**src/isp_pkg.sv**
```systemverilog
// Constants, register map and carrier types of the interrupt state and priority block
package isp_pkg;

  // ----------------------------------------------------------------
  // Sizes
  // ----------------------------------------------------------------
  localparam int NUM_ID = 8;
  localparam int NUM_SOFT = 4;
  localparam int NUM_PERI = 4;
  localparam int IDX_W = 3;
  localparam int SOFT_IDX_W = 2;
  localparam int PERI_IDX_W = 2;
  localparam int ID_W = 10;
  localparam int PRIO_W = 8;
  localparam int PRIO_IMPL = 4;
  localparam int SOFT_CNT_W = 2;
  localparam int ADDR_W = 8;
  localparam int DATA_W = 32;
  localparam int STRB_W = 4;
  localparam int IDS_PER_WORD = 4;

  // ----------------------------------------------------------------
  // Values
  // ----------------------------------------------------------------
  localparam logic [PRIO_W-1:0] PRIO_KEEP = 8'(8'hFF << (PRIO_W - PRIO_IMPL));
  localparam logic [PRIO_W-1:0] PRIO_IDLE = 8'hFF;
  localparam logic [NUM_ID-1:0] PRIO_RO = 8'h00;
  localparam logic [PRIO_W-1:0] PRIO_RO_VAL = 8'h00;
  localparam logic [ID_W-1:0] ID_RSV_LO = 10'h3FC;
  localparam logic [ID_W-1:0] ID_SPURIOUS = 10'h3FF;
  localparam logic [SOFT_CNT_W-1:0] SOFT_CNT_MAX = 2'h3;
  localparam logic [1:0] RESP_OKAY = 2'h0;
  localparam logic [1:0] RESP_SLVERR = 2'h2;

  // ----------------------------------------------------------------
  // Register offsets
  // ----------------------------------------------------------------
  localparam logic [ADDR_W-1:0] OFF_ENABLE = 8'h00;
  localparam logic [ADDR_W-1:0] OFF_SETPEND = 8'h04;
  localparam logic [ADDR_W-1:0] OFF_CLRPEND = 8'h08;
  localparam logic [ADDR_W-1:0] OFF_SOFTCLR = 8'h0C;
  localparam logic [ADDR_W-1:0] OFF_CFG = 8'h10;
  localparam logic [ADDR_W-1:0] OFF_ACTIVE = 8'h14;
  localparam logic [ADDR_W-1:0] OFF_PRIO0 = 8'h18;
  localparam logic [ADDR_W-1:0] OFF_PRIO1 = 8'h1C;
  localparam logic [ADDR_W-1:0] OFF_PMASK = 8'h20;
  localparam logic [ADDR_W-1:0] OFF_ACK = 8'h24;
  localparam logic [ADDR_W-1:0] OFF_EOI = 8'h28;
  localparam logic [ADDR_W-1:0] OFF_DIR = 8'h2C;
  localparam logic [ADDR_W-1:0] OFF_RUNPRIO = 8'h30;
  localparam logic [ADDR_W-1:0] OFF_HIPEND = 8'h34;
  localparam logic [ADDR_W-1:0] OFF_CTRL = 8'h38;

  // ----------------------------------------------------------------
  // Carriers
  // ----------------------------------------------------------------
  typedef struct packed {
    logic awvalid;
    logic [ADDR_W-1:0] awaddr;
    logic wvalid;
    logic [DATA_W-1:0] wdata;
    logic [STRB_W-1:0] wstrb;
    logic bready;
    logic arvalid;
    logic [ADDR_W-1:0] araddr;
    logic rready;
  } isp_axi_req_s;

  typedef struct packed {
    logic awready;
    logic wready;
    logic bvalid;
    logic [1:0] bresp;
    logic arready;
    logic rvalid;
    logic [DATA_W-1:0] rdata;
    logic [1:0] rresp;
  } isp_axi_rsp_s;

  typedef struct packed {
    logic valid;
    logic [ID_W-1:0] id;
  } isp_deact_s;

  typedef struct packed {
    logic aw_ok;
    logic w_ok;
    logic [ADDR_W-1:0] awaddr;
    logic [DATA_W-1:0] wdata;
    logic [STRB_W-1:0] wstrb;
    logic bvalid;
    logic [1:0] bresp;
    logic rvalid;
    logic [1:0] rresp;
    logic [DATA_W-1:0] rdata;
    logic [NUM_PERI-1:0] line_m;
    logic [NUM_PERI-1:0] line_s;
    logic [NUM_PERI-1:0] line_p;
    logic [NUM_PERI-1:0] latch;
    logic [NUM_PERI-1:0] edge_mode;
    logic [NUM_ID-1:0] enable;
    logic [NUM_ID-1:0] active;
    logic [NUM_ID-1:0] held;
    logic [NUM_SOFT-1:0][SOFT_CNT_W-1:0] soft_cnt;
    logic [NUM_ID-1:0][PRIO_W-1:0] prio;
    logic [PRIO_W-1:0] pmask;
    logic split;
    logic irq;
  } isp_state_s;

endpackage
```
**src/isp_ctrl.sv**
```systemverilog
// Interrupt lifecycle, priority and acknowledge logic behind an AXI4-Lite slave
`timescale 1ns/1ps
`default_nettype none

// How it works
// - Each interrupt keeps its own lifecycle state
// - Peripheral pending from line or set-pending write
// - Soft clear write drops soft interrupt pending
// - Level pending follows its line going low
// - Clear-pending write drops latched pending state
// - Acknowledge read activates best interrupt, returns id
// - Coinciding soft set and acknowledge give both
// - Queued soft copies stay pending after acknowledge
// - Level acknowledge with line high stays pending
// - Edge coinciding with acknowledge keeps pending, else later
// - End (outside split mode), deactivate or linked deactivation clear active
// - Identifiers 1020 to 1023 never name sources
// - No signalable interrupt: acknowledge returns 1023
// - Priority keeps upper bits, low bits zero
// - Lower priority value wins, zero highest
// - Per-interrupt priority, optionally fixed read-only
// - Priority writes apply at once, even active
// - Writing all ones reveals implemented priority bits
// - Signal only below mask and running priority
// - Acknowledge preempts; earlier interrupt stays active
// - Dropped priority leaves running priority; split mode
// - Active interrupts are never signaled again
// - Mask resets to zero, blocking everything
module isp_ctrl import isp_pkg::*; (
  input wire logic aclk,
  input wire logic aresetn,
  input wire isp_axi_req_s bus_req,
  output var isp_axi_rsp_s bus_rsp,
  input wire logic [NUM_PERI-1:0] irq_line,
  input wire isp_deact_s phys_deact,
  output logic irq
);

  // ----------------------------------------------------------------
  // State
  // ----------------------------------------------------------------
  isp_state_s s;
  isp_state_s next_s;

  logic [NUM_ID-1:0] pend;
  logic [NUM_ID-1:0] elig;
  logic [PRIO_W-1:0] run_prio;
  logic [PRIO_W-1:0] best_prio;
  logic [IDX_W-1:0] best;
  logic sig_any;
  logic aw_rdy;
  logic w_rdy;
  logic wr_fire;
  logic rd_fire;
  logic ack_fire;

  assign aw_rdy = !s.aw_ok && !s.bvalid;
  assign w_rdy = !s.w_ok && !s.bvalid;
  assign wr_fire = s.aw_ok && s.w_ok && !s.bvalid;
  assign rd_fire = bus_req.arvalid && !s.rvalid;
  assign ack_fire = rd_fire && (bus_req.araddr == OFF_ACK);

  assign bus_rsp.awready = aw_rdy;
  assign bus_rsp.wready = w_rdy;
  assign bus_rsp.bvalid = s.bvalid;
  assign bus_rsp.bresp = s.bresp;
  assign bus_rsp.arready = !s.rvalid;
  assign bus_rsp.rvalid = s.rvalid;
  assign bus_rsp.rdata = s.rdata;
  assign bus_rsp.rresp = s.rresp;
  assign irq = s.irq;

  // ----------------------------------------------------------------
  // Pending, running priority and selection
  // ----------------------------------------------------------------
  always_comb begin
    run_prio = PRIO_IDLE;
    for (int i = 0; i < NUM_ID; i++) begin
      if (s.held[i] && s.prio[i] < run_prio) begin
        run_prio = s.prio[i];
      end
    end
    for (int i = 0; i < NUM_SOFT; i++) begin
      pend[i] = s.soft_cnt[i] != '0;
    end
    for (int j = 0; j < NUM_PERI; j++) begin
      pend[NUM_SOFT+j] = s.latch[j] | (~s.edge_mode[j] & s.line_s[j]);
    end
    best = '0;
    best_prio = PRIO_IDLE;
    sig_any = 1'b0;
    for (int i = NUM_ID - 1; i >= 0; i--) begin
      // Lower value is more urgent; mask and running priority gate
      elig[i] = pend[i] & s.enable[i] & ~s.active[i]
        & (s.prio[i] < s.pmask) & (s.prio[i] < run_prio);
      if (elig[i] && (!sig_any || s.prio[i] <= best_prio)) begin
        best = IDX_W'(i);
        best_prio = s.prio[i];
        sig_any = 1'b1;
      end
    end
  end

  // ----------------------------------------------------------------
  // Next state
  // ----------------------------------------------------------------
  always_comb begin
    logic [ID_W-1:0] did;
    logic [IDX_W-1:0] didx;
    logic [IDX_W-1:0] pidx;
    logic [IDX_W-1:0] base;
    logic [DATA_W-1:0] rd;
    did = '0;
    didx = '0;
    pidx = '0;
    base = '0;
    rd = '0;
    next_s = s;

    // Bus intake and response retirement
    if (bus_req.awvalid && aw_rdy) begin
      next_s.aw_ok = 1'b1;
      next_s.awaddr = bus_req.awaddr;
    end
    if (bus_req.wvalid && w_rdy) begin
      next_s.w_ok = 1'b1;
      next_s.wdata = bus_req.wdata;
      next_s.wstrb = bus_req.wstrb;
    end
    if (s.bvalid && bus_req.bready) begin
      next_s.bvalid = 1'b0;
    end
    if (s.rvalid && bus_req.rready) begin
      next_s.rvalid = 1'b0;
    end

    // Request line synchroniser
    next_s.line_m = irq_line;
    next_s.line_s = s.line_m;
    next_s.line_p = s.line_s;

    // Register writes; clears come before sets
    if (wr_fire) begin
      next_s.aw_ok = 1'b0;
      next_s.w_ok = 1'b0;
      next_s.bvalid = 1'b1;
      next_s.bresp = RESP_OKAY;
      did = s.wdata[ID_W-1:0];
      didx = s.wdata[IDX_W-1:0];
      base = (s.awaddr == OFF_PRIO1) ? IDX_W'(IDS_PER_WORD) : '0;
      case (s.awaddr)
        OFF_ENABLE: next_s.enable = s.wdata[NUM_ID-1:0];
        OFF_CLRPEND: next_s.latch = s.latch & ~s.wdata[NUM_ID-1:NUM_SOFT];
        OFF_SOFTCLR: begin
          for (int k = 0; k < NUM_SOFT; k++) begin
            if (s.wdata[k]) begin
              next_s.soft_cnt[k] = '0;
            end
          end
        end
        OFF_CFG: next_s.edge_mode = s.wdata[NUM_ID-1:NUM_SOFT];
        OFF_PRIO0, OFF_PRIO1: begin
          for (int b = 0; b < IDS_PER_WORD; b++) begin
            pidx = base + IDX_W'(b);
            if (s.wstrb[b] && !PRIO_RO[pidx]) begin
              // Applies at once, active or not; low bits drop
              next_s.prio[pidx] = s.wdata[8*b +: 8] & PRIO_KEEP;
            end
          end
        end
        OFF_PMASK: next_s.pmask = s.wdata[PRIO_W-1:0] & PRIO_KEEP;
        OFF_EOI: begin
          if (did < ID_W'(NUM_ID)) begin
            next_s.held[didx] = 1'b0;
            if (!s.split) begin
              next_s.active[didx] = 1'b0;
            end
          end
        end
        OFF_DIR: begin
          if (did < ID_W'(NUM_ID)) begin
            next_s.active[didx] = 1'b0;
            next_s.held[didx] = 1'b0;
          end
        end
        OFF_CTRL: next_s.split = s.wdata[0];
        OFF_SETPEND, OFF_ACTIVE, OFF_ACK, OFF_RUNPRIO, OFF_HIPEND: ;
        default: next_s.bresp = RESP_SLVERR;
      endcase
    end

    // Linked deactivation from a virtual interface
    if (phys_deact.valid && phys_deact.id < ID_W'(NUM_ID)) begin
      next_s.active[phys_deact.id[IDX_W-1:0]] = 1'b0;
      next_s.held[phys_deact.id[IDX_W-1:0]] = 1'b0;
    end

    // Register reads and acknowledge
    if (rd_fire) begin
      next_s.rvalid = 1'b1;
      next_s.rresp = RESP_OKAY;
      base = (bus_req.araddr == OFF_PRIO1) ? IDX_W'(IDS_PER_WORD) : '0;
      case (bus_req.araddr)
        OFF_ENABLE: rd[NUM_ID-1:0] = s.enable;
        OFF_SETPEND, OFF_CLRPEND: rd[NUM_ID-1:0] = pend;
        OFF_SOFTCLR: rd[NUM_SOFT-1:0] = pend[NUM_SOFT-1:0];
        OFF_CFG: rd[NUM_ID-1:NUM_SOFT] = s.edge_mode;
        OFF_ACTIVE: rd[NUM_ID-1:0] = s.active;
        OFF_PRIO0, OFF_PRIO1: begin
          for (int b = 0; b < IDS_PER_WORD; b++) begin
            pidx = base + IDX_W'(b);
            rd[8*b +: 8] = PRIO_RO[pidx] ? PRIO_RO_VAL : s.prio[pidx];
          end
        end
        OFF_PMASK: rd[PRIO_W-1:0] = s.pmask;
        OFF_ACK: begin
          rd[ID_W-1:0] = sig_any ? ID_W'(best) : ID_SPURIOUS;
          if (sig_any) begin
            // Earlier active interrupts stay active underneath
            next_s.active[best] = 1'b1;
            next_s.held[best] = 1'b1;
            if (best < IDX_W'(NUM_SOFT)) begin
              // One queued copy consumed; the rest stay pending
              next_s.soft_cnt[best[SOFT_IDX_W-1:0]] =
                s.soft_cnt[best[SOFT_IDX_W-1:0]] - SOFT_CNT_W'(1);
            end else begin
              pidx = best - IDX_W'(NUM_SOFT);
              // Level line still high keeps pending via the line
              next_s.latch[pidx[PERI_IDX_W-1:0]] = 1'b0;
            end
          end
        end
        OFF_EOI, OFF_DIR: rd = '0;
        OFF_RUNPRIO: rd[PRIO_W-1:0] = run_prio;
        OFF_HIPEND: rd[ID_W-1:0] = sig_any ? ID_W'(best) : ID_SPURIOUS;
        OFF_CTRL: rd[0] = s.split;
        default: next_s.rresp = RESP_SLVERR;
      endcase
      next_s.rdata = rd;
    end

    // Sets last, so they win over any clear in the same cycle
    for (int j = 0; j < NUM_PERI; j++) begin
      if (s.edge_mode[j] && s.line_s[j] && !s.line_p[j]) begin
        next_s.latch[j] = 1'b1;
      end
      if (wr_fire && s.awaddr == OFF_SETPEND && s.wdata[NUM_SOFT+j]) begin
        next_s.latch[j] = 1'b1;
      end
    end
    for (int k = 0; k < NUM_SOFT; k++) begin
      if (wr_fire && s.awaddr == OFF_SETPEND && s.wdata[k]
          && next_s.soft_cnt[k] != SOFT_CNT_MAX) begin
        next_s.soft_cnt[k] = next_s.soft_cnt[k] + SOFT_CNT_W'(1);
      end
    end

    next_s.irq = sig_any;
  end

  // ----------------------------------------------------------------
  // Registers
  // ----------------------------------------------------------------
  always_ff @(posedge aclk) begin
    if (!aresetn) begin
      s <= '0;
    end else begin
      s <= next_s;
    end
  end

  // ----------------------------------------------------------------
  // Checks
  // ----------------------------------------------------------------
  chk_mask_blocks: assert property (@(posedge aclk) disable iff (!aresetn)
    s.pmask == '0 |=> !s.irq)
    else $error("interrupt raised while mask is zero");

  chk_spurious_ack: assert property (@(posedge aclk) disable iff (!aresetn)
    ack_fire && !sig_any |=> s.rvalid && s.rdata == DATA_W'(ID_SPURIOUS))
    else $error("acknowledge without candidate did not return spurious id");

  chk_ack_activates: assert property (@(posedge aclk) disable iff (!aresetn)
    ack_fire && sig_any |=> s.active[$past(best)] && s.rdata == DATA_W'($past(best)))
    else $error("acknowledge did not activate or return the chosen id");

  chk_no_resignal: assert property (@(posedge aclk) disable iff (!aresetn)
    sig_any |-> !s.active[best] && s.enable[best] && pend[best])
    else $error("active or disabled interrupt offered");

  chk_signal_gate: assert property (@(posedge aclk) disable iff (!aresetn)
    sig_any |-> s.prio[best] < s.pmask && s.prio[best] < run_prio)
    else $error("offered interrupt not above mask and running priority");

  chk_prio_lowbits: assert property (@(posedge aclk) disable iff (!aresetn)
    (s.prio[best] & ~PRIO_KEEP) == '0 && (s.pmask & ~PRIO_KEEP) == '0)
    else $error("unimplemented priority bits are set");

  chk_soft_clear: assert property (@(posedge aclk) disable iff (!aresetn)
    wr_fire && s.awaddr == OFF_SOFTCLR && s.wdata[0] |=> s.soft_cnt[0] == '0)
    else $error("soft interrupt still pending after clear");

  chk_eoi_deact: assert property (@(posedge aclk) disable iff (!aresetn)
    wr_fire && s.awaddr == OFF_EOI && !s.split && s.wdata[ID_W-1:0] < ID_W'(NUM_ID)
    |=> !s.active[$past(s.wdata[IDX_W-1:0])] && s.bvalid)
    else $error("end of interrupt left the interrupt active");

  chk_dir_deact: assert property (@(posedge aclk) disable iff (!aresetn)
    wr_fire && s.awaddr == OFF_DIR && s.wdata[ID_W-1:0] < ID_W'(NUM_ID) && !ack_fire
    |=> !s.active[$past(s.wdata[IDX_W-1:0])])
    else $error("deactivate write left the interrupt active");

  chk_link_deact: assert property (@(posedge aclk) disable iff (!aresetn)
    phys_deact.valid && phys_deact.id < ID_W'(NUM_ID) && !ack_fire
    |=> !s.active[$past(phys_deact.id[IDX_W-1:0])])
    else $error("linked deactivation left the interrupt active");

  chk_split_drop: assert property (@(posedge aclk) disable iff (!aresetn)
    wr_fire && s.awaddr == OFF_EOI && s.split && s.wdata[ID_W-1:0] < ID_W'(NUM_ID)
    && !ack_fire && !phys_deact.valid
    |=> !s.held[$past(s.wdata[IDX_W-1:0])] && s.active == $past(s.active))
    else $error("split end of interrupt did not only drop priority");

  chk_run_idle: assert property (@(posedge aclk) disable iff (!aresetn)
    s.held == '0 |-> run_prio == PRIO_IDLE)
    else $error("running priority set with nothing held");

  chk_clrpend_drop: assert property (@(posedge aclk) disable iff (!aresetn)
    wr_fire && s.awaddr == OFF_CLRPEND && s.wdata[NUM_SOFT]
    && !(s.edge_mode[0] && s.line_s[0] && !s.line_p[0]) |=> !s.latch[0])
    else $error("clear pending left the latch set");

  chk_setpend_latch: assert property (@(posedge aclk) disable iff (!aresetn)
    wr_fire && s.awaddr == OFF_SETPEND && s.wdata[NUM_SOFT] |=> s.latch[0])
    else $error("set pending did not latch");

  chk_edge_latch: assert property (@(posedge aclk) disable iff (!aresetn)
    s.edge_mode[0] && s.line_s[0] && !s.line_p[0] |=> s.latch[0])
    else $error("rising edge did not latch pending");

  chk_level_drop: assert property (@(posedge aclk) disable iff (!aresetn)
    !s.edge_mode[0] && !s.latch[0] && !s.line_s[0] |-> !pend[NUM_SOFT])
    else $error("level interrupt pending with line low");

  chk_level_hold: assert property (@(posedge aclk) disable iff (!aresetn)
    ack_fire && sig_any && best == IDX_W'(NUM_SOFT) && !s.edge_mode[0]
    && s.line_s[0] && s.line_m[0] |=> pend[NUM_SOFT] && s.active[NUM_SOFT])
    else $error("level acknowledge with line high not active and pending");

  chk_soft_set: assert property (@(posedge aclk) disable iff (!aresetn)
    wr_fire && s.awaddr == OFF_SETPEND && s.wdata[0] |=> s.soft_cnt[0] != '0)
    else $error("soft set pending lost");

  chk_soft_queue: assert property (@(posedge aclk) disable iff (!aresetn)
    ack_fire && sig_any && best == '0 && !wr_fire && s.soft_cnt[0] > SOFT_CNT_W'(1)
    |=> s.active[0] && s.soft_cnt[0] != '0)
    else $error("queued soft copy not left pending");

  chk_tie_lowest: assert property (@(posedge aclk) disable iff (!aresetn)
    sig_any && best != '0 |-> !(elig[0] && s.prio[0] <= best_prio))
    else $error("priority tie not resolved to lowest id");

  chk_best_urgent: assert property (@(posedge aclk) disable iff (!aresetn)
    sig_any && elig[0] |-> best_prio <= s.prio[0])
    else $error("chosen interrupt less urgent than a candidate");

  chk_prio_write: assert property (@(posedge aclk) disable iff (!aresetn)
    wr_fire && s.awaddr == OFF_PRIO0 && s.wstrb[0] && !PRIO_RO[0]
    |=> s.prio[0] == ($past(s.wdata[PRIO_W-1:0]) & PRIO_KEEP))
    else $error("priority write not stored as implemented bits");

  chk_reserved_id: assert property (@(posedge aclk) disable iff (!aresetn)
    ack_fire |=> s.rdata[ID_W-1:0] < ID_W'(NUM_ID) || s.rdata[ID_W-1:0] == ID_SPURIOUS)
    else $error("acknowledge returned a reserved id");

  chk_irq_follows: assert property (@(posedge aclk) disable iff (!aresetn)
    1'b1 |=> s.irq == $past(sig_any))
    else $error("interrupt request does not follow selection");

  chk_mask_gate: assert property (@(posedge aclk) disable iff (!aresetn)
    s.pmask == '0 |-> !sig_any)
    else $error("interrupt selected while mask is zero");

  chk_active_stay: assert property (@(posedge aclk) disable iff (!aresetn)
    ack_fire && sig_any && !wr_fire && !phys_deact.valid
    |=> (s.active & $past(s.active)) == $past(s.active))
    else $error("preemption cleared an earlier active interrupt");

endmodule

`default_nettype wire

```
**config.mk**
```make
export PLATFORM = sky130hd
export DESIGN_NAME = isp_ctrl
export DESIGN_NICKNAME = d
export VERILOG_FILES = /design/src/isp_pkg.sv /design/src/isp_ctrl.sv
export SDC_FILE = /design/constraint.sdc
export NUM_CORES = 1
export LEC_CHECK = 0
export BUFFER_PORTS_ARGS = -buffer_cell sky130_fd_sc_hd__buf_2
export CORE_MARGIN = 2
export CORE_UTILIZATION = 60
export DETAILED_ROUTE_END_ITERATION = 12
export PLACE_DENSITY = 0.8
export SLEW_MARGIN = 20
export SYNTH_ARGS = -nofsm -noshare
export SYNTH_HDL_FRONTEND = slang
export SYNTH_SLANG_ARGS = --single-unit
```
**constraint.sdc**
```tcl
create_clock -name aclk -period 48.3 [get_ports aclk]
set_clock_uncertainty 0.1 [all_clocks]
set_input_delay 4.83 -clock aclk [delete_from_list [all_inputs] [get_ports aclk]]
set_output_delay 4.83 -clock aclk [all_outputs]
set_load 0.01 [all_outputs]
```
==> metrics.txt <==
Setup Viol. Count Final=0; standard cell with the maximum stage delay on the critical path=nor2_1; Storage cell area=3880 um2; post-route worst hold slack=0.341 ns; multi-input logic area=9990 um2; Via-to-Cell Ratio=around 6.5; main flop type after synthesis=dfxtp_1; synthesized area per cell=7.60 um2; total overflow reported by the global router=0; most prevalent standard cell on the critical path=o21ai_0; actual slew at the worst max-slew pin=roughly 1.2 ns; count leader, synth=nand2_1; Total Nets Final=around 2.2k; Synth Area in XOR/XNOR=0.410%; Sequential Power Share=48.8%; antenna violation net count after detailed routing=0; antenna violations before repair=0; number of buffers on the longest clock path=2; Total Routed Length=48600 um; Critical Path Source=s[82]; Initial DRT Pass Iterations=6; area share of the leading cell type in the synthesized netlist=26.0%; Critical Path Max Stage Delay=~0.60 ns; Post-CTS Hold Fix Bufs=0; global-route usage over all layers=36.7%; CTS buffer count=17; startpoint type of the worst setup path=flop; synth cell count leaders=nand2_1 (278), a21oi_1 (216), dfxtp_1 (194), nor2_1 (169), ha_1 (154); number of vias in the routed layout=15.0k; number of ports placed on the die boundary=116; main area contributors after synthesis=dfxtp_1 (26%), ha_1 (13%), a21oi_1 (7.2%); outcome=complete, no violations; adder-cell share of the synthesized area=13.6%; post-cts repair resize count=0; count of cells along the worst register-to-register path=around 160; max cap viols=0; switching power total=0.100 mW; vertical die dimension=around 160 um; CTS tree=done; number of slew-limit violations in the final report=0; clock power share=about 46%; count of fill cells added during filler insertion=2144; share of flip-flops with an asynchronous set or reset=0%; pin count of the biggest net entering global routing=75; data arrival time at the worst-slack endpoint=37.56 ns; crit path buf inv count=17; slack of the worst reg-to-reg path=11.04 ns; final worst setup slack=about 11 ns; unrepaired setup endpoints after global routing=false; hpwl dp=around 36000 um; Net Sw Frac=approximately 29%; count of flip-flops with a built-in enable after synthesis=0; Total Neg Setup Slack=0 ns; area fraction in compound gates after synthesis=between 20% and 30%; capturing element type of the critical path=flop; core box area=24400 um2; initial standard-cell utilization of the core=61.3%; global-route wire length before repair=75600 um; Static Leak=7.53 nW; power after layout=0.343 mW; H-tree levels=4; category of the most critical setup path=flop to flop; worst supply voltage drop on vdd=20.0 uV; Port Buffer Count=between 100 and 150; maximum net fanout on the critical path=18; final weighted congestion in routability-driven placement=0.987; area delta synth->final=6.70%; endpoint of the lowest-slack register-to-register path=s[79]; worst slack, placed=roughly 12 ns; worst slew margin relative to its limit=17.7%; post-synth cell types=98; initial drt markers=1813; type of the worst min-delay path=flop to flop; clock input transition at the sequential cells of the worst setup and hold paths=0.09 ns; hold depth=1; sequential-to-total area share from yosys stat=26.0%; via count of the first global-routing pass=13.9k; number of rows in the core area=57; proportion of synthesized area in mux cells=5.33%; min cycle time layout=37.26 ns; routed wire length per instance=21.0 um; library cell occupying the most area in the post-synthesis netlist=dfxtp_1; share of synthesized cell area in and, or, nand and nor gates=around 26%; number of warnings issued by yosys=0; Clk Latency, worst-skew pair=0.46 ns; die outline area=26200 um2; fraction of layout instances using a drive strength above 1=11.0%; cell count along the critical path=about 160; Hold Path Sink=next_s[116]; final hold violation count=0; number of placed instances with taps included=2281; #FFs+latches synth=194; antenna fix cells=0; final routed DRC violation total=0; final std cells w/o fill=roughly 2.3k; post-CTS setup buffers=0; required time reported for the critical path endpoint=48.60 ns; post-synthesis cell area=14900 um2; category of cells accounting for the largest share of critical-path delay=compound AO/OA/AOI/OAI gates; combinational family with the most area after synthesis=simple AND/OR/NAND/NOR gates; power per standard cell area=between 20 and 25 nW/um2; reg-to-reg startpoint=s[82]; x dimension of the die=around 160 um; Max Clock Freq=26.8 MHz; internal portion of total power=0.243 mW; combinational fraction of design power=5.2%; hold path startpoint=next_s[120]; Clock Sinks=194; Mapped Cells=1967; cell chosen for the clock root=clkbuf_16; post-route clock period utilization=77.1%
[cell usage in the layout, fill, tap and decap left out, types with 6 or more instances in the layout]
cell       count
nor2b_1       29
a221oi_1       9
buf_4         17
buf_2        103
and4_1        12
nor2_1       169
clkbuf_16     17
inv_1         99
and2_1        30
ha_1         154
nand3_1       71
maj3_1        11
nand2b_1      28
mux2_2        25
o2111ai_1      6
o21ai_0       83
a21o_1        33
dfxtp_1      194
a21oi_1      216
or2_2         10
o221ai_1      18
nand4b_1       6
o211ai_1       7
nand4_1       17
and3_1        48
nand2_1      278
a31oi_1       13
a2111oi_0      9
mux2i_1       50
a211oi_1      14
nor4_1        17
a21boi_0       6
nor4b_1        6
nor3_1        24
or3_1         11
o22ai_1        8
[power groups by stage]
stage	logic, mW	clock network (mW)	registers [mW]
after floorplan	0.0138	0	0.169
after global placement	0.0174	0	0.171
after detailed placement	0.0178	0	0.171
after CTS	0.0178	0.158	0.167
after global routing	0.0201	0.165	0.168
final	0.0180	0.158	0.167
[area by class of cell]
type	count	share of cell area (%)
clock inverters	15	1.39
inverters	100	2.37
clock buffers	17	2.67
flip-flops and latches	194	24.4
multi-input cells	1543	62.6
repair buffers	120	4.03
well taps	324	2.54
[per-stage QoR]
step | instance area, um2 | utilization [%]
3_3_place_gp | 15300 | 62.7
5_1_grt | 15900 | 65.4
3_5_place_dp | 15300 | 62.7
2_1_floorplan | 14900 | -
6_report | 15900 | 65.4
4_1_cts | 15900 | 65.3
[cells by family (layout without fill, tap and decap cells)]
group	Yosys count	in the layout
other	1	2
flip-flops	194	194
adder cells (fa/ha/maj)	165	165
buffers and inverters	231	252
XOR/XNOR	7	7
multiplexers	76	76
AND/OR/NAND/NOR	788	788
AO/OA/AOI/OAI	505	505
[routing by layer]
metal / global-route usage, % / up-vias / part of all wire, %
met2: 58.2 / 845 / 44
met3: 6.46 / 153 / 10
met4: 18.0 / 0 / 4.9
met5: 0 / - / 0
met1: 48.3 / 6976 / 41
li1: - / 7069 / -
[worst max path at each step]
| stage | end | slack [ns] |
|---|---|---|
| 3_5_place_dp | s[79] | 12.12 |
| 3_3_place_gp | s[79] | 12.93 |
| 2_1_floorplan | s[79] | 17.02 |
| 4_1_cts | s[79] | 11.72 |
| 5_1_grt | s[79] | 8.57 |
| 6_report | s[79] | 11.04 |
(Power assumes the default switching activity.)
